### src/core/stpg_consts.svh
// Timing counts, scaling shifts and reset values of the sidetone generator
`ifndef STPG_CONSTS_SVH
`define STPG_CONSTS_SVH

// System clock period in ns and the rate derived from it
`define STPG_CLOCK_PERIOD_NS 25
`define STPG_CLOCK_HZ (1000000000 / `STPG_CLOCK_PERIOD_NS)

// Carrier runs at this multiple of the tone frequency
`define STPG_CARRIER_RATIO 60
// Carrier cycles spent in each half of one tone period
`define STPG_HALF_TONE 30

// Settings held after reset
`define STPG_RESET_TONE_HZ 11'h2bc
`define STPG_RESET_VOLUME 8'h20

// Volume scaling: modern deviation is vol/1024 of a carrier period, legacy high
// time is (vol+1)/512 of a tone period
`define STPG_MODERN_SHIFT 10
`define STPG_LEGACY_SHIFT 9

`endif

### src/core/stpg_pkg.sv
// Types shared by the sidetone generator modules
package stpg_pkg;

  typedef logic [26:0] stpg_phase_t;
  typedef logic [10:0] stpg_freq_t;
  typedef logic [7:0]  stpg_vol_t;

  typedef enum logic [1:0] {
    STPG_IDLE,
    STPG_MODERN,
    STPG_LEGACY
  } stpg_state_e;

  typedef struct packed {
    stpg_state_e state;
    logic        tx_meta;
    logic        tx_sync;
    stpg_freq_t  freq;
    stpg_vol_t   vol;
    logic [5:0]  cnt;
    logic        out;
  } stpg_top_s;

  typedef struct packed {
    stpg_phase_t phase;
    logic        wrap;
  } stpg_car_s;

endpackage : stpg_pkg

### src/core/stpg_car_if.sv
// Link between the tone controller and its phase accumulator
interface stpg_car_if;
  stpg_pkg::stpg_phase_t step;
  stpg_pkg::stpg_phase_t phase;
  logic                  wrap;

  modport source (input step, output phase, output wrap);
  modport user   (output step, input phase, input wrap);
endinterface : stpg_car_if

### src/core/stpg_top.sv
// Sidetone pwm generator: balanced-duty carrier and legacy square wave
//
// Overview of operation
// - Carrier runs at sixty times tone frequency
// - Duty alternates symmetrically about half per tone
// - Average duty stays fifty percent every volume in modern mode
// - Higher volume widens the duty deviation
// - Frequency and volume are adjustable settings
// - Legacy mode: tone square, duty sets volume
// - Sidetone produced while transmitting
// - All timing from the system clock
`include "stpg_consts.svh"

module stpg_top (
  // Clock and reset
  input  wire logic                   i_clock,
  input  wire logic                   i_reset_n,
  // User settings
  input  wire stpg_pkg::stpg_freq_t   i_tone_hz,
  input  wire stpg_pkg::stpg_vol_t    i_volume,
  input  wire logic                   i_legacy_mode,
  // Transmit state pin
  input  wire logic                   i_transmit,
  // Audio and status
  output logic                        o_sidetone,
  output logic                        o_tone_active
);

  localparam stpg_pkg::stpg_phase_t HALF = 27'(`STPG_CLOCK_HZ / 2);
  localparam logic [5:0] LAST_CNT = 6'(`STPG_CARRIER_RATIO - 1);

  stpg_pkg::stpg_top_s   st;
  stpg_pkg::stpg_top_s   next_st;
  stpg_pkg::stpg_phase_t thr;
  stpg_pkg::stpg_phase_t thr_hi;
  stpg_pkg::stpg_phase_t thr_lo;
  stpg_pkg::stpg_phase_t dev;
  logic                  tone_hi;

  stpg_car_if car ();

  stpg_carrier u_carrier (
    .i_clock   (i_clock),
    .i_reset_n (i_reset_n),
    .car       (car.source)
  );

  // Fraction of the carrier modulus, v / 2^sh; product kept wide to avoid overflow
  function automatic stpg_pkg::stpg_phase_t scale(input logic [8:0] v, input int sh);
    logic [35:0] prod;
    prod = 36'(v) * 36'(`STPG_CLOCK_HZ);
    return 27'(prod >> sh);
  endfunction : scale

  // Carrier step is sixty times tone
  // Legacy mode reuses the accumulator at the bare tone rate
  always_comb begin
    if (st.state == stpg_pkg::STPG_LEGACY) begin
      car.step = 27'(st.freq);
    end else begin
      car.step = 27'(st.freq) * 27'(`STPG_CARRIER_RATIO);
    end
  end

  // Deviation grows with volume
  // Top of range reaches about 75/25, so neither half ever collapses
  assign dev     = scale({1'b0, st.vol}, `STPG_MODERN_SHIFT);
  assign thr_hi  = HALF + dev;
  assign thr_lo  = HALF - dev;
  assign tone_hi = (st.cnt < 6'(`STPG_HALF_TONE));

  // Comparison threshold per mode
  always_comb begin
    unique case (st.state)
      stpg_pkg::STPG_IDLE:   thr = HALF;
      stpg_pkg::STPG_MODERN: thr = tone_hi ? thr_hi : thr_lo;
      // Legacy duty from volume
      // Volume 255 gives exactly half, volume 0 about 0.2 percent
      stpg_pkg::STPG_LEGACY: thr = scale(9'(st.vol) + 9'h001, `STPG_LEGACY_SHIFT);
      // Unused fourth code of the two-bit state falls back to the idle duty
      default:               thr = HALF;
    endcase
  end

  // Next state: sync, settings latch, tone counter, mode changes
  // Every change lands on an accumulator wrap so no partial pulse is emitted
  always_comb begin
    next_st = st;
    next_st.tx_meta = i_transmit;
    next_st.tx_sync = st.tx_meta;
    next_st.out = (car.phase < thr);
    if (car.wrap) begin
      unique case (st.state)
        stpg_pkg::STPG_IDLE: begin
          if (i_tone_hz != 11'h000) begin
            next_st.freq = i_tone_hz;
          end
          next_st.vol = i_volume;
          next_st.cnt = 6'h00;
          if (st.tx_sync) begin
            next_st.state = i_legacy_mode ? stpg_pkg::STPG_LEGACY : stpg_pkg::STPG_MODERN;
          end
        end
        stpg_pkg::STPG_MODERN: begin
          // Whole tone periods only
          // Leaving or retuning mid-period would break the 30/30 balance
          if (st.cnt == LAST_CNT) begin
            next_st.cnt = 6'h00;
            if (i_tone_hz != 11'h000) begin
              next_st.freq = i_tone_hz;
            end
            next_st.vol = i_volume;
            if (!st.tx_sync || i_legacy_mode) begin
              next_st.state = stpg_pkg::STPG_IDLE;
            end
          end else begin
            next_st.cnt = 6'(st.cnt + 6'h01);
          end
        end
        stpg_pkg::STPG_LEGACY: begin
          if (i_tone_hz != 11'h000) begin
            next_st.freq = i_tone_hz;
          end
          next_st.vol = i_volume;
          if (!st.tx_sync || !i_legacy_mode) begin
            next_st.state = stpg_pkg::STPG_IDLE;
          end
        end
      endcase
    end
  end

  // State register
  always_ff @(posedge i_clock) begin
    if (!i_reset_n) begin
      st <= '{state:   stpg_pkg::STPG_IDLE,
              tx_meta: 1'b0,
              tx_sync: 1'b0,
              freq:    `STPG_RESET_TONE_HZ,
              vol:     `STPG_RESET_VOLUME,
              cnt:     6'h00,
              out:     1'b0};
    end else begin
      st <= next_st;
    end
  end

  // Sidetone comes straight from a flip-flop; tone_active is decoded from the state register
  assign o_sidetone    = st.out;
  assign o_tone_active = (st.state != stpg_pkg::STPG_IDLE);

  property p_ratio;
    @(posedge i_clock) disable iff (!i_reset_n)
      (st.state == stpg_pkg::STPG_MODERN && car.wrap && st.cnt != LAST_CNT)
        |=> (st.cnt == 6'($past(st.cnt) + 6'h01));
  endproperty
  a_ratio: assert property (p_ratio)
    else $error("tone counter did not advance on carrier wrap");

  property p_alternate;
    @(posedge i_clock) disable iff (!i_reset_n)
      (st.state == stpg_pkg::STPG_MODERN && car.wrap && st.cnt == 6'(`STPG_HALF_TONE - 1))
        |=> (!tone_hi && thr <= HALF);
  endproperty
  a_alternate: assert property (p_alternate)
    else $error("duty did not swap at half tone");

  property p_balance;
    @(posedge i_clock) disable iff (!i_reset_n)
      (st.state == stpg_pkg::STPG_MODERN)
        |-> (thr_hi >= HALF && thr_lo <= HALF && (thr_hi - HALF) == (HALF - thr_lo));
  endproperty
  a_balance: assert property (p_balance)
    else $error("duty pair not symmetric about half");

  property p_whole_period;
    @(posedge i_clock) disable iff (!i_reset_n)
      (st.state == stpg_pkg::STPG_MODERN && !(car.wrap && st.cnt == LAST_CNT))
        |=> (st.state == stpg_pkg::STPG_MODERN);
  endproperty
  a_whole_period: assert property (p_whole_period)
    else $error("tone left before a whole period ended");

  property p_volume;
    @(posedge i_clock) disable iff (!i_reset_n)
      (st.state == stpg_pkg::STPG_MODERN && st.vol != 8'h00)
        |-> (tone_hi ? (thr > HALF) : (thr < HALF));
  endproperty
  a_volume: assert property (p_volume)
    else $error("nonzero volume gave no deviation");

  property p_settings;
    @(posedge i_clock) disable iff (!i_reset_n)
      (st.state == stpg_pkg::STPG_IDLE && car.wrap && i_tone_hz != 11'h000)
        |=> (st.freq == $past(i_tone_hz) && st.vol == $past(i_volume));
  endproperty
  a_settings: assert property (p_settings)
    else $error("settings not taken while idle");

  property p_legacy;
    @(posedge i_clock) disable iff (!i_reset_n)
      (st.state == stpg_pkg::STPG_LEGACY) |-> (thr <= HALF && thr != 27'h0000000);
  endproperty
  a_legacy: assert property (p_legacy)
    else $error("legacy duty outside its range");

  property p_tx_start;
    @(posedge i_clock) disable iff (!i_reset_n)
      (st.state == stpg_pkg::STPG_IDLE) |=>
        ((st.state != stpg_pkg::STPG_IDLE) == ($past(car.wrap) && $past(st.tx_sync)));
  endproperty
  a_tx_start: assert property (p_tx_start)
    else $error("tone start not tied to transmit at wrap");

  property p_idle_half;
    @(posedge i_clock) disable iff (!i_reset_n)
      (st.state == stpg_pkg::STPG_IDLE) |=> (o_sidetone == ($past(car.phase) < HALF));
  endproperty
  a_idle_half: assert property (p_idle_half)
    else $error("idle output not at half duty");

endmodule : stpg_top

### src/core/stpg_carrier.sv
// Phase accumulator clocking the pwm carrier timer
`include "stpg_consts.svh"

module stpg_carrier (
  // Clock and reset
  input  wire logic        i_clock,
  input  wire logic        i_reset_n,
  // Step in, phase and wrap out
  stpg_car_if.source       car
);

  stpg_pkg::stpg_car_s st;
  stpg_pkg::stpg_car_s next_st;
  logic [27:0]         sum;

  // Phase wraps modulo clock rate
  // Modulo the clock rate so the wrap rate equals step in Hz exactly
  always_comb begin
    next_st = st;
    sum = {1'b0, st.phase} + {1'b0, car.step};
    next_st.wrap = (sum >= 28'(`STPG_CLOCK_HZ));
    if (next_st.wrap) begin
      next_st.phase = 27'(sum - 28'(`STPG_CLOCK_HZ));
    end else begin
      next_st.phase = sum[26:0];
    end
  end

  // State register
  always_ff @(posedge i_clock) begin
    if (!i_reset_n) begin
      st <= '0;
    end else begin
      st <= next_st;
    end
  end

  assign car.phase = st.phase;
  assign car.wrap  = st.wrap;

  property p_phase_bound;
    @(posedge i_clock) disable iff (!i_reset_n)
      (st.phase < 27'(`STPG_CLOCK_HZ)) && (!st.wrap || (st.phase < $past(car.step)));
  endproperty
  a_phase_bound: assert property (p_phase_bound)
    else $error("carrier phase left its modulo range");

endmodule : stpg_carrier

### config.mk
export PLATFORM = sky130hd
export DESIGN_NAME = stpg_top
export DESIGN_NICKNAME = d
export VERILOG_FILES = /design/src/core/stpg_pkg.sv /design/src/core/stpg_car_if.sv /design/src/core/stpg_top.sv /design/src/core/stpg_carrier.sv
export VERILOG_INCLUDE_DIRS = /design/src /design/src/core
export SDC_FILE = /design/constraint.sdc
export NUM_CORES = 1
export LEC_CHECK = 0
export BUFFER_PORTS_ARGS = -buffer_cell sky130_fd_sc_hd__clkbuf_2
export CAP_MARGIN = 10
export CORE_UTILIZATION = 60
export DETAILED_ROUTE_END_ITERATION = 6
export PLACE_DENSITY = 0.77
export SETUP_SLACK_MARGIN = 0.15
export SYNTH_ARGS = -nofsm -noshare
export SYNTH_HDL_FRONTEND = slang
export SYNTH_SLANG_ARGS = --single-unit
### constraint.sdc
create_clock -name i_clock -period 11.4 [get_ports i_clock]
set_input_delay 1.71 -clock i_clock [delete_from_list [all_inputs] [get_ports i_clock]]
set_output_delay 1.71 -clock i_clock [all_outputs]
set_load 0.03 [all_outputs]
# After elaboration in Yosys (flattened, before gate mapping)
# Index checks and enable logic that the tools add are counted.
# Widths: inputs -> output; s select.
[totals] mem_count=0 word_cells=55 ram_bits=0 romBits=0 inputBits=23 ff_bits=58 output_inout_bits=2 latchBits=0
[op_classes] muxes=15 bitwise=0 n_reduce_logical=12 div=0 n_addsub=6 mul=3 eq_ne=7 shifts=0 magnitude_cmp=3
[op_table] cell="$mux 27" count=2
[op_table] cell="$pmux 27 s2" count=1
[op_table] cell="$pmux 19 s2" count=1
[op_table] cell="$add 27x17->28" count=1
[op_table] cell="$ge 28x26->1 const B" count=1
[op_table] cell="$lt 27x27->1" count=1
[op_table] cell="$sub 27x26->27 const B" count=1
[op_table] cell="$add 25x24->26 const A" count=1
[op_table] cell="$mul 9x17->26 const B" count=1
[op_table] cell="$sub 25x24->26 const A" count=1
[op_table] cell="$mul 8x17->25 const B" count=1
[op_table] cell="$mux 19" count=1
[op_table] cell="$mux 17" count=1
[op_table] cell="$mul 11x4->15 const B" count=1
[op_table] cell="$pmux 6 s2" count=1
[op_table] cell="$mux 11" count=1
[op_table] cell="$reduce_bool 11->1" count=1
[op_table] cell="$mux 2" count=5
[op_table] cell="$add 8x1->9 const B" count=1
[op_table] cell="$add 6x1->6 const B" count=1
[op_table] cell="$eq 6x6->1 const B" count=1
[op_table] cell="$lt 6x5->1 const B" count=1
[op_table] cell="$mux 6" count=1
[op_table] cell="$ne 2x2->1 const B" count=3
[op_table] cell="11 further kinds" count=15

# Depth between registers and ports, before layout
# Gate-level depths: netlist of the first run.
[logic_depth] depth_word=5 ltp_mapped=36 depth_no_buf=36

# Hierarchy
# Synthesis of the first run repeated with hierarchy kept, for this count alone.
[hier_totals] cells_unflattened=1432 hier_area_um2=11807.6
[modules_own_cells] module="stpg_top" n_inst=1 seq_area_each_um2=600.6 cells_per_inst=1015 area_each_um2=8604.5
[modules_own_cells] module="stpg_carrier" n_inst=1 seq_area_each_um2=560.5 cells_per_inst=417 area_each_um2=3203.1

# Worst setup path before layout of the first run
# Ideal clock, no wire load.
[synth_timing] path_kind="reg-to-reg" start="reg st[11] (netlist name)" end="reg st (netlist bit o_sidetone)" setup_time_ps=119 path_slack_ps=4559 path_stages_with_launch=28 period_less_slack_ps=6841 path_buffers=0 required_ps=11281 arrival_ps=6722 cell_sequence="dfxtp_1 > ha_1 > nand4_1 > or2_2 > xor2_1 > inv_1 > ha_1 > inv_1 > fa_1 > fa_1 > inv_1 > fa_1 > ha_1 > o21ai_0 > o21ai_0 > a41oi_1 > o211ai_1 > o311ai_0 > nand2b_1 > a211oi_1 > nor3_1 > a31oi_1 > ha_1 > inv_1 > or4_1 > nor3_1 > nand4_1 > o221a_2"
[synth_between] elab_chain_len=5 elab_cells_between_ends=8 cone_classes="add/sub: 3; mul: 2; order compare: 1; mux: 2"
[synth_rtl] element="start, declared" line_no="stpg_top.sv:32" source="stpg_pkg::stpg_top_s st;"
[synth_rtl] element="start signal, assigned" line_no="stpg_top.sv:136" source="st <= '{state: stpg_pkg::STPG_IDLE,"
[synth_rtl] element="start signal, assigned" line_no="stpg_top.sv:144" source="st <= next_st;"
[synth_rtl] element="$mul 8x17->25" line_no="stpg_top.sv:51" source="prod = 36'(v) * 36'(`STPG_CLOCK_HZ);"
[synth_rtl] element="$sub 25x24->26 or $add 25x24->26 (tied branches)" line_no="stpg_top.sv:69, stpg_top.sv:68"
[synth_rtl] element="$mux 27" line_no="stpg_top.sv:76" source="stpg_pkg::STPG_MODERN: thr = tone_hi ? thr_hi : thr_lo;"
[synth_rtl] element="$pmux 27 s2 *" line_no="stpg_top.sv:74" source="unique case (st.state)"
[synth_rtl] element="$lt 27x27->1 *" line_no="stpg_top.sv:91" source="next_st.out = (car.phase < thr);"
# Every way passes the cells marked *; elsewhere a longest branch is shown, timed or not.
# A chain may end at the register's enable or synchronous reset.

# Worst setup path in the final report of the first run
[layout_timing] start="reg st[8] (netlist name)" end="reg st (netlist bit o_sidetone)"
# Same word-level chain as after synthesis.

==> results of run 1 <==
==> flip-flops by register name, indices dropped and copies added (netlist names) <==
| name | cells |
|---|---|
| o_sidetone | 1 |
| next_st | 1 |
| st | 28 |
| u_carrier.car.phase | 27 |
| u_carrier.car.wrap | 1 |
==> metrics by stage <==
| step | power [mW] | cell area (um2) | hold WS, ns | setup slack, ns |
|---|---|---|---|---|
| after floorplan | 0.283 | 11600 | 0.412 | 4.56 |
| after global placement | 0.305 | 12000 | 0.415 | 3.91 |
| after detailed placement | 0.306 | 12000 | 0.424 | 3.51 |
| after CTS | 0.613 | 12300 | 0.439 | 3.43 |
| after global routing | 0.631 | 12300 | 0.442 | 2.56 |
| final | 0.611 | 12300 | 0.432 | 3.21 |
==> final cells by class <==
cell class	instances	area, um2	share of cell area, %
Multi-Input combinational cell	1187	9720	79.1
Antenna cell	1	2.50	0.0204
Clock inverter	7	101	0.825
Clock buffer	9	225	1.83
Tap cell	260	325	2.65
Inverter	156	586	4.76
Sequential cell	58	1160	9.45
Timing Repair Buffer	30	165	1.34
==> cells by family (layout without fill, tap and decap cells) <==
logic type                 after synthesis  in the layout  share of synthesized area [%]
and+or+nand+nor                        419            419                           18.2
adders and majority gates              273            273                           33.5
DFF                                     58             58                           9.97
muxes                                   36             36                           3.16
buffers and inverters                  195            202                           6.54
AOI/OAI and AO/OA                      382            382                           22.8
xor gates and xnor gates                77             77                           5.86
other                                    0              1                              0
==> worst max path at each step <==
stage | startpoint | endpoint | cells past startpoint
final | st[8]$_SDFFE_PN0P_ | o_sidetone$_SDFF_PN0_ | 27
after global routing | st[8]$_SDFFE_PN0P_ | o_sidetone$_SDFF_PN0_ | 28
after CTS | st[8]$_SDFFE_PN0P_ | o_sidetone$_SDFF_PN0_ | 27
after detailed placement | st[11]$_SDFFE_PN0P_ | o_sidetone$_SDFF_PN0_ | 27
after global placement | st[11]$_SDFFE_PN0P_ | o_sidetone$_SDFF_PN0_ | 27
after floorplan | st[11]$_SDFFE_PN0P_ | o_sidetone$_SDFF_PN0_ | 27
==> metal layers <==
layer / up-vias / global-route usage (%) / wire length [um] / part of all wire, %
li1: 5189 / - / - / -
met1: 5059 / 45.1 / 14500 / 46
met2: 388 / 52.1 / 13800 / 44
met3: 71 / 5.87 / 2130 / 6.8
met4: 0 / 12.2 / 906 / 2.9
met5: - / 0 / 0 / 0
==> critical path, delay by kind of cell, from the launching register on <==
kind,cells,cell delay [ns]
xor+xnor,1,0.54
compound gates,10,2.85
buf+inv,4,0.23
flops,1,0.70
simple gates,5,1.15
fa+ha+maj,7,2.60
==> power by group through the flow <==
stage | clock [mW] | combinational (mW) | sequential (mW)
CTS | 0.310 | 0.0868 | 0.216
floorplan | 0 | 0.0655 | 0.218
detailed placement | 0 | 0.0861 | 0.220
global placement | 0 | 0.0846 | 0.220
finish | 0.307 | 0.0882 | 0.216
global route | 0.317 | 0.0975 | 0.216
==> placed cells by master, fill, tap and decap left out, types with 8 or more instances in the layout <==
master and instances:
ha_1 208, fa_1 65, o31ai_1 9, nand3_1 29, o31a_1 10, nand2b_1 20, o21ai_0 78, xnor2_1 43
and3_1 13, a31oi_1 17, nor2b_1 15, a21o_1 39, nand2_1 124, a211o_1 14, nor3_1 25, dfxtp_1 58
a211oi_1 17, or3_1 14, clkbuf_2 24, o2111ai_1 8, and2_1 23, nor4_1 10, clkbuf_16 9, inv_1 155
nand4_1 20, mux2i_1 30, o21a_1 10, nor2_1 87, a21oi_1 72, o211ai_1 13, xor2_1 33, o21ai_1 13
a22o_1 8
==> flow_metrics.tcl, run 1 <==
set metrics [dict create \
    status "finished clean" \
    portBuffers 24 \
    cp_slowest_stage_delay_ns 0.70 \
    synth_top_cells_by_count "ha_1 (208), inv_1 (155), nand2_1 (124)" \
    start_kind "flop" \
    vias_per_cell 6.27 \
    fin_crit_ns 8.19 \
    drive_gt1_share_pct 6.15 \
    cts_tree "yes" \
    critical_path_required_ns 11.63 \
    ios 25 \
    antenna_found_initial 1 \
    postRouteAntennaNets 0 \
    stdcell_count 1708 \
    ctsHoldBuffers 0 \
    wl_mm 31.4 \
    finalSetupTns_ns 0 \
    fin_nets 1738 \
    fill_cells 1652 \
    root_buffer "clkbuf_16" \
    dp_cells 1691 \
    final_util_pct 65.0 \
    grt_max_degree 46 \
    leakage_nw 5.93 \
    fp.dieH_um 141 \
    p_sw_uw 174 \
    synth.area.top_cells "ha_1 (22%), fa_1 (11%), dfxtp_1 (10%), inv_1 (5.0%), nand2_1 (4.0%)" \
    areaGrowthSynthToFinish_pct 5.52 \
    finClkSkew_ns 0.0112 \
    p_int_uw 437 \
    r2r_cells 27 \
    synth_area_per_cell_um2 8.09 \
    yosys_register_bits 58 \
    hold_start "next_st[26]$_SDFF_PN0_" \
    drv_slew 0 \
    synth_edf_count 0 \
    drt-pass1-iter-count 6 \
    die_area_um2 20000 \
    fmax_mhz 122 \
    insertion_delay_ns 0.35 \
    maxCapViolCount 0 \
    clk_path_buf_depth 2 \
    yosysTopAreaCellShare_pct 22.3 \
    combPwrFrac_pct 14.4 \
    hold_violations 0 \
    ir_drop_uv 66.2 \
    ys_warn_count 0 \
    whs_endpoint "st[26]$_SDFF_PN0_" \
    hpwl_mm 25.4 \
    gr-total-overflow 0 \
    cpMaxStageDelayCell "dfxtp_1" \
    ff2ff_setup_slack_ns 3.21 \
    cts_setup_buffers 0 \
    cts_buffers 9 \
    drtIter0Drc 867 \
    synth_cells 1440 \
    sequentialPowerShare_pct 35.3 \
    yosysUniqueCellTypes 88 \
    fp.coreArea_um2 18900 \
    synth_top_area_cell "ha_1" \
    tightest_slew_ns 1.05 \
    drcViolationCount 0 \
    vias 10700 \
    hold_depth 1 \
    cts_max_level 3 \
    cp-end-kind "flop" \
    worstReg2RegEnd "o_sidetone$_SDFF_PN0_" \
    cts.sinks 58 \
    rsz0062_at_grt "no" \
    wl_per_cell_um 18.4 \
    clk_pin_slew_ns 0.06 \
    synth.yosys.seq_area_share_pct 9.97 \
    grt_pass1_wl_mm 52.3 \
    groute.usage.overall_pct 33.1 \
    powerDensity_nw_per_um2 49.8 \
    row_count 50 \
    clock_power_share_pct 50.3 \
    async_flop_share_pct 0 \
    criticalPathCategory "flop to flop" \
    synthFlopType "dfxtp_1" \
    finalSetupViolations 0 \
    synth.most_common_cell "ha_1" \
    gp_congestion 0.955 \
    min_period_over_period_pct 71.9 \
    cp.arrival_ns 8.43 \
    start_util_pct 61.6 \
    min_path_type "flop to flop" \
    ctsResizeCount 0 \
    switching_share_pct 28.5 \
    synth_nets 1736 \
    die_x_um 141 \
    crit_fanout 13 \
    timing.rr.start "st[8]$_SDFFE_PN0P_" \
    syn-cell-area_um2 11600 \
    max_slew_margin_pct 29.8 \
    grt_pass1_vias 10200 \
]
Power figures use the tool's default switching activity.
==> inputs of run 2 (changes only) <==
Settings changed: ABC_AREA set to 1, PLACE_DENSITY 0.77 to 0.8.
Clock period 11.4 ns to 7.16 ns, I/O delays scaled along.
==> flow_metrics.tcl, run 2 <==
set metrics [dict create \
    ctsResizeCount 0 \
    cts.sinks 58 \
    antenna_found_initial 0 \
    design_area_um2 12800 \
    wl_per_cell_um 15.4 \
    vias_per_cell 5.59 \
    place_area_um2 12500 \
    hold_violations 0 \
    drcViolationCount 0 \
    powerDensity_nw_per_um2 70.7 \
    n_antenna_cell 0 \
    groute.usage.overall_pct 34.3 \
    final_common_cell "nand2_1" \
    criticalPathCategory "flop to flop" \
    p_int_uw 662 \
    postRouteAntennaNets 0 \
    cts_max_level 3 \
    cp_slowest_stage_delay_ns 0.56 \
    synth_nets 2194 \
    sequentialPowerShare_pct 37.2 \
    synth_area_per_cell_um2 6.36 \
    worst-path-buf-inv 6 \
    clock_power_share_pct 50.7 \
    synth_cells 1898 \
    power.total_uw 903 \
    synth_edf_count 0 \
    fmax_mhz 157 \
    critical_path_required_ns 7.36 \
    fill_cells 1829 \
    grt_max_degree 40 \
    drv_slew 0 \
    hold_start "next_st[26]$_SDFF_PN0_" \
    status "finished clean" \
    hpwl_mm 28.1 \
    finalSetupTns_ns 0 \
    synth.most_common_cell "nand2_1" \
    areaGrowthSynthToFinish_pct 5.89 \
    gp_congestion 1.00 \
    ys_warn_count 0 \
    clk_path_buf_depth 2 \
    yosysUniqueCellTypes 48 \
    maxCapViolCount 0 \
    start_util_pct 61.6 \
    clk_pin_slew_ns 0.05 \
    portBuffers 24 \
    stdcell_count 2185 \
    max_slew_margin_pct 29.0 \
    fin_nets 2212 \
    ir_drop_uv 79.0 \
    die_x_um 144 \
    cts_buffers 9 \
    root_buffer "clkbuf_16" \
    dp_cells 2170 \
    wl_mm 33.7 \
    final_util_pct 65.2 \
    tightest_slew_ns 1.07 \
    r2r_cells 33 \
    cpMostUsedCell "nand2_1" \
    synth_top_area_cell "ha_1" \
    grt_pass1_vias 11300 \
    cp.arrival_ns 6.56 \
    cp-end-kind "flop" \
    drt-pass1-iter-count 5 \
    die_area_um2 20700 \
    finalSetupViolations 0 \
    largest_reg_flops 28 \
    whs_endpoint "st[26]$_SDFF_PN0_" \
    row_count 51 \
    regMostFlops "st" \
    ff2ff_setup_slack_ns 0.80 \
    finClkSkew_ns 0.0149 \
    min_period_over_period_pct 88.8 \
    synth.yosys.seq_area_share_pct 9.62 \
    async_flop_share_pct 0 \
    insertion_delay_ns 0.35 \
    drtIter0Drc 952 \
    min_path_type "flop to flop" \
    final_cell_mix "nand2_1 (532), inv_1 (323), ha_1 (208), nor2_1 (151), nand3_1 (134)" \
    timing.rr.start "st[12]$_SDFFE_PN1P_" \
    fin_crit_ns 6.36 \
    cts_tree "yes" \
    drive_gt1_share_pct 5.83 \
    synth_top_cells_by_count "nand2_1 (532), inv_1 (323), ha_1 (208)" \
    worstReg2RegEnd "o_sidetone$_SDFF_PN0_" \
    syn-cell-area_um2 12100 \
    gr-total-overflow 0 \
    leakage_nw 7.09 \
    fp.dieH_um 144 \
    worst_hold_slack_ns 0.413 \
    crit_family "adder cells" \
    grt_pass1_wl_mm 55.2 \
    synth.area.top_cells "ha_1 (22%), nand2_1 (17%), fa_1 (11%), inv_1 (10%), dfxtp_1 (9.6%)" \
    p_sw_uw 241 \
    rsz0062_at_grt "no" \
    vias 12200 \
    ctsHoldBuffers 0 \
    start_kind "flop" \
    yosys_register_bits 58 \
    fp.coreArea_um2 19600 \
    dpl_worst_slack_ns 0.706 \
    crit_fanout 8 \
    hold_depth 2 \
    cpMaxStageDelayCell "dfxtp_1" \
    synthFlopType "dfxtp_1" \
    cts_setup_buffers 0 \
    switching_share_pct 26.7 \
    combPwrFrac_pct 12.1 \
    yosysTopAreaCellShare_pct 21.6 \
    fin_ws_ns 0.804 \
    ios 25 \
]
## run 2: layer usage
layer | GRT usage, % | share of wire (%) | vias to the layer above
met3 | 6.93 | 7.4 | 64
met5 | 0 | 0 | -
met1 | 46.2 | 47 | 5565
li1 | - | - | 6167
met2 | 55.0 | 43 | 424
met4 | 9.63 | 2.3 | 0
## run 2: power groups by stage
stage | Sequential, mW | Combinational (mW) | Clock, mW
3_5_place_dp | 0.343 | 0.106 | 0
3_3_place_gp | 0.343 | 0.104 | 0
6_report | 0.336 | 0.109 | 0.458
4_1_cts | 0.336 | 0.107 | 0.459
2_1_floorplan | 0.340 | 0.0781 | 0
5_1_grt | 0.336 | 0.123 | 0.473
## run 2: final cells by class
cell class              instances  area, um2  area share, %
inverters                     333       1250           9.78
clock inverters                 2       35.0          0.274
well taps                     265        332           2.59
multi-input cells            1483       9550           74.7
flip-flops and latches         58       1170           9.14
clock buffers                  13        270           2.11
repair buffers                 31        173           1.35
## run 2: worst max-delay path by stage
stage | startpoint | end | slack [ns] | cells past startpoint
6_report | st[12]$_SDFFE_PN1P_ | o_sidetone$_SDFF_PN0_ | 0.80 | 33
5_1_grt | st[12]$_SDFFE_PN1P_ | o_sidetone$_SDFF_PN0_ | 0.20 | 33
4_1_cts | st[8]$_SDFFE_PN0P_ | o_sidetone$_SDFF_PN0_ | 0.69 | 33
3_5_place_dp | st[8]$_SDFFE_PN0P_ | o_sidetone$_SDFF_PN0_ | 0.71 | 33
3_3_place_gp | st[11]$_SDFFE_PN0P_ | o_sidetone$_SDFF_PN0_ | 0.90 | 38
2_1_floorplan | st[11]$_SDFFE_PN0P_ | o_sidetone$_SDFF_PN0_ | 1.20 | 37
## run 2: kinds of logic (layout without fill, tap and decap cells)
| logic type | after synthesis | after routing | synth area share, % |
|---|---|---|---|
| xor gates and xnor gates | 27 | 27 | 1.96 |
| buffers and inverters | 357 | 379 | 11.2 |
| AOI/OAI and AO/OA | 253 | 253 | 11.6 |
| and+or+nand+nor | 930 | 930 | 33.3 |
| DFF | 58 | 58 | 9.62 |
| adders and majority gates | 273 | 273 | 32.3 |
## run 2: worst min-delay path: stages (launching register included)
cell	delay [ns]
dfxtp_1	0.30
nand2_1	0.04
inv_1	0.04
==> inputs of run 3 (changes only) <==
--- a/config.mk
+++ b/config.mk
@@ -8,3 +8,3 @@
 export LEC_CHECK = 0
-export ABC_AREA = 1
+export ABC_AREA = 0
 export BUFFER_PORTS_ARGS = -buffer_cell sky130_fd_sc_hd__clkbuf_2
@@ -14,3 +14,3 @@
 export PLACE_DENSITY = 0.8
-export SETUP_SLACK_MARGIN = 0.15
+export SETUP_SLACK_MARGIN = 0.4
 export SYNTH_ARGS = -nofsm -noshare
--- a/constraint.sdc
+++ b/constraint.sdc
@@ -3,2 +3,2 @@
 set_output_delay 1.074 -clock i_clock [all_outputs]
-set_load 0.03 [all_outputs]
+set_load 0.005 [all_outputs]
==> flow_metrics.tcl, run 3 (synthesis results as in run 1) <==
set metrics [dict create \
    status "finished clean" \
    cpMaxStageDelayCell "or4_4" \
    wl_per_cell_um 18.9 \
    fin_nets 1805 \
    hpwl_mm 25.5 \
    design_area_um2 13500 \
    clk_path_buf_depth 2 \
    whs_endpoint "st[26]$_SDFF_PN0_" \
    drtIter0Drc 913 \
    drv_slew 0 \
    portBuffers 24 \
    fin_ws_ns 0.563 \
    maxCapViolCount 0 \
    root_buffer "clkbuf_16" \
    place_area_um2 12200 \
    min_period_over_period_pct 92.1 \
    max_slew_margin_pct 30.9 \
    crit_fanout 5 \
    criticalPathCategory "flop to flop" \
    stdcell_count 1774 \
    r2r_cells 29 \
    clk_pin_slew_ns 0.06 \
    power.total_mw 1.02 \
    cts_tree "yes" \
    largest_reg_flops 28 \
    grt_pass1_vias 10700 \
    hold_violations 0 \
    hold_depth 1 \
    cts_max_level 3 \
    row_count 50 \
    start_kind "flop" \
    powerDensity_nw_per_um2 75.7 \
    regMostFlops "st" \
    cp_slowest_stage_delay_ns 0.55 \
    cp.arrival_ns 6.83 \
    areaGrowthSynthToFinish_pct 15.5 \
    fmax_mhz 152 \
    fp.coreArea_um2 18900 \
    cts.sinks 58 \
    vias 11200 \
    min_path_type "flop to flop" \
    dp_cells 1720 \
    drcViolationCount 0 \
    fin_crit_ns 6.60 \
    cp-end-kind "flop" \
    ir_drop_uv 167 \
    tightest_slew_ns 1.04 \
    worst_hold_slack_ns 0.442 \
    postRouteAntennaNets 0 \
    cts_buffers 9 \
    finalSetupTns_ns 0 \
    grt_max_degree 46 \
    rsz0062_at_grt "yes" \
    n_antenna_cell 0 \
    dpl_worst_slack_ns 0.125 \
    hold_start "next_st[26]$_SDFF_PN0_" \
    finalSetupViolations 0 \
    ff2ff_setup_slack_ns 0.56 \
    drt-pass1-iter-count 5 \
    leakage_nw 6.34 \
    critical_path_required_ns 7.40 \
    timing.rr.start "st[10]$_SDFFE_PN0P_" \
    grt_pass1_wl_mm 52.8 \
    groute.usage.overall_pct 33.3 \
    final_util_pct 71.2 \
    antenna_found_initial 0 \
    drive_gt1_share_pct 16.7 \
    gr-total-overflow 0 \
    worstReg2RegEnd "o_sidetone$_SDFF_PN0_" \
    vias_per_cell 6.29 \
    die_x_um 141 \
    final_cell_mix "ha_1 (183), inv_1 (149), nand2_1 (124), nor2_1 (86), o21ai_0 (68)" \
    ios 25 \
    fp.dieH_um 141 \
    die_area_um2 20000 \
    final_common_cell "ha_1" \
    gp_congestion 0.983 \
    wl_mm 33.6 \
    start_util_pct 61.6 \
    finClkSkew_ns 0.0138 \
    insertion_delay_ns 0.34 \
]
[run 3: changes by cell type in the layout (fill, tap and decap cells not counted), sizes merged, moves of 18 or more]
| cell | delta |
|---|---|
| a21oi | -52 |
| inv | -178 |
| nand3 | -108 |
| nor2 | -71 |
| mux2i | +30 |
| a21o | +33 |
| a211oi | +18 |
| nand2 | -429 |
| nand2b | +20 |
| buf | +66 |
| and2 | +24 |
| xnor2 | +33 |
[run 3: how the worst max path moves through the flow]
| stage | start | end | cells after the start |
|---|---|---|---|
| floorplan | st[11]$_SDFFE_PN0P_ | o_sidetone$_SDFF_PN0_ | 27 |
| global placement | st[13]$_SDFFE_PN0P_ | o_sidetone$_SDFF_PN0_ | 27 |
| detailed placement | st[11]$_SDFFE_PN0P_ | o_sidetone$_SDFF_PN0_ | 28 |
| CTS | st[9]$_SDFFE_PN0P_ | o_sidetone$_SDFF_PN0_ | 29 |
| global route | st[8]$_SDFFE_PN0P_ | o_sidetone$_SDFF_PN0_ | 31 |
| finish | st[10]$_SDFFE_PN0P_ | o_sidetone$_SDFF_PN0_ | 29 |
[run 3: routing by layer]
layer  wire length (um)  share of wire [%]  GRT usage, %
met1              14900                 44          44.2
met2              15200                 45          54.1
met3               2450                7.3          6.75
met4               1010                3.0          10.6
met5                  0                  0             0
[run 3: worst max-delay path, delay by kind of cell, from the launching register on]
family / cells / cell delay (ns)
buf+inv: 6 / 0.67
fa+ha+maj: 7 / 2.23
xor+xnor: 1 / 0.19
simple gates: 6 / 1.05
flops: 1 / 0.36
compound gates: 9 / 2.00
[run 3: repair_timing]
action	in CTS	in global routing
hold buffers	0	0
setup buffers	6	32
setup endpoints to repair	20	20
gates resized for setup	35	105
pin swaps	11	61
[run 3: area by class of cell]
cell class / instances / area (um2)
clock inverter: 6 / 88.8
fill: 1495 / 5440
multi-input combinational: 1187 / 10300
tap: 260 / 325
inverter: 156 / 589
timing repair buffer: 97 / 711
sequential: 58 / 1180
clock buffer: 10 / 239
[run 3: where the power goes]
| part | total [mW] | internal, mW | leakage [nW] | switching (mW) |
|---|---|---|---|---|
| logic | 0.171 | 0.0720 | 5.71 | 0.0985 |
| registers | 0.345 | 0.331 | 0.474 | 0.0135 |
| clock network | 0.504 | 0.315 | 0.155 | 0.188 |
| total | 1.02 | 0.718 | 6.34 | 0.300 |
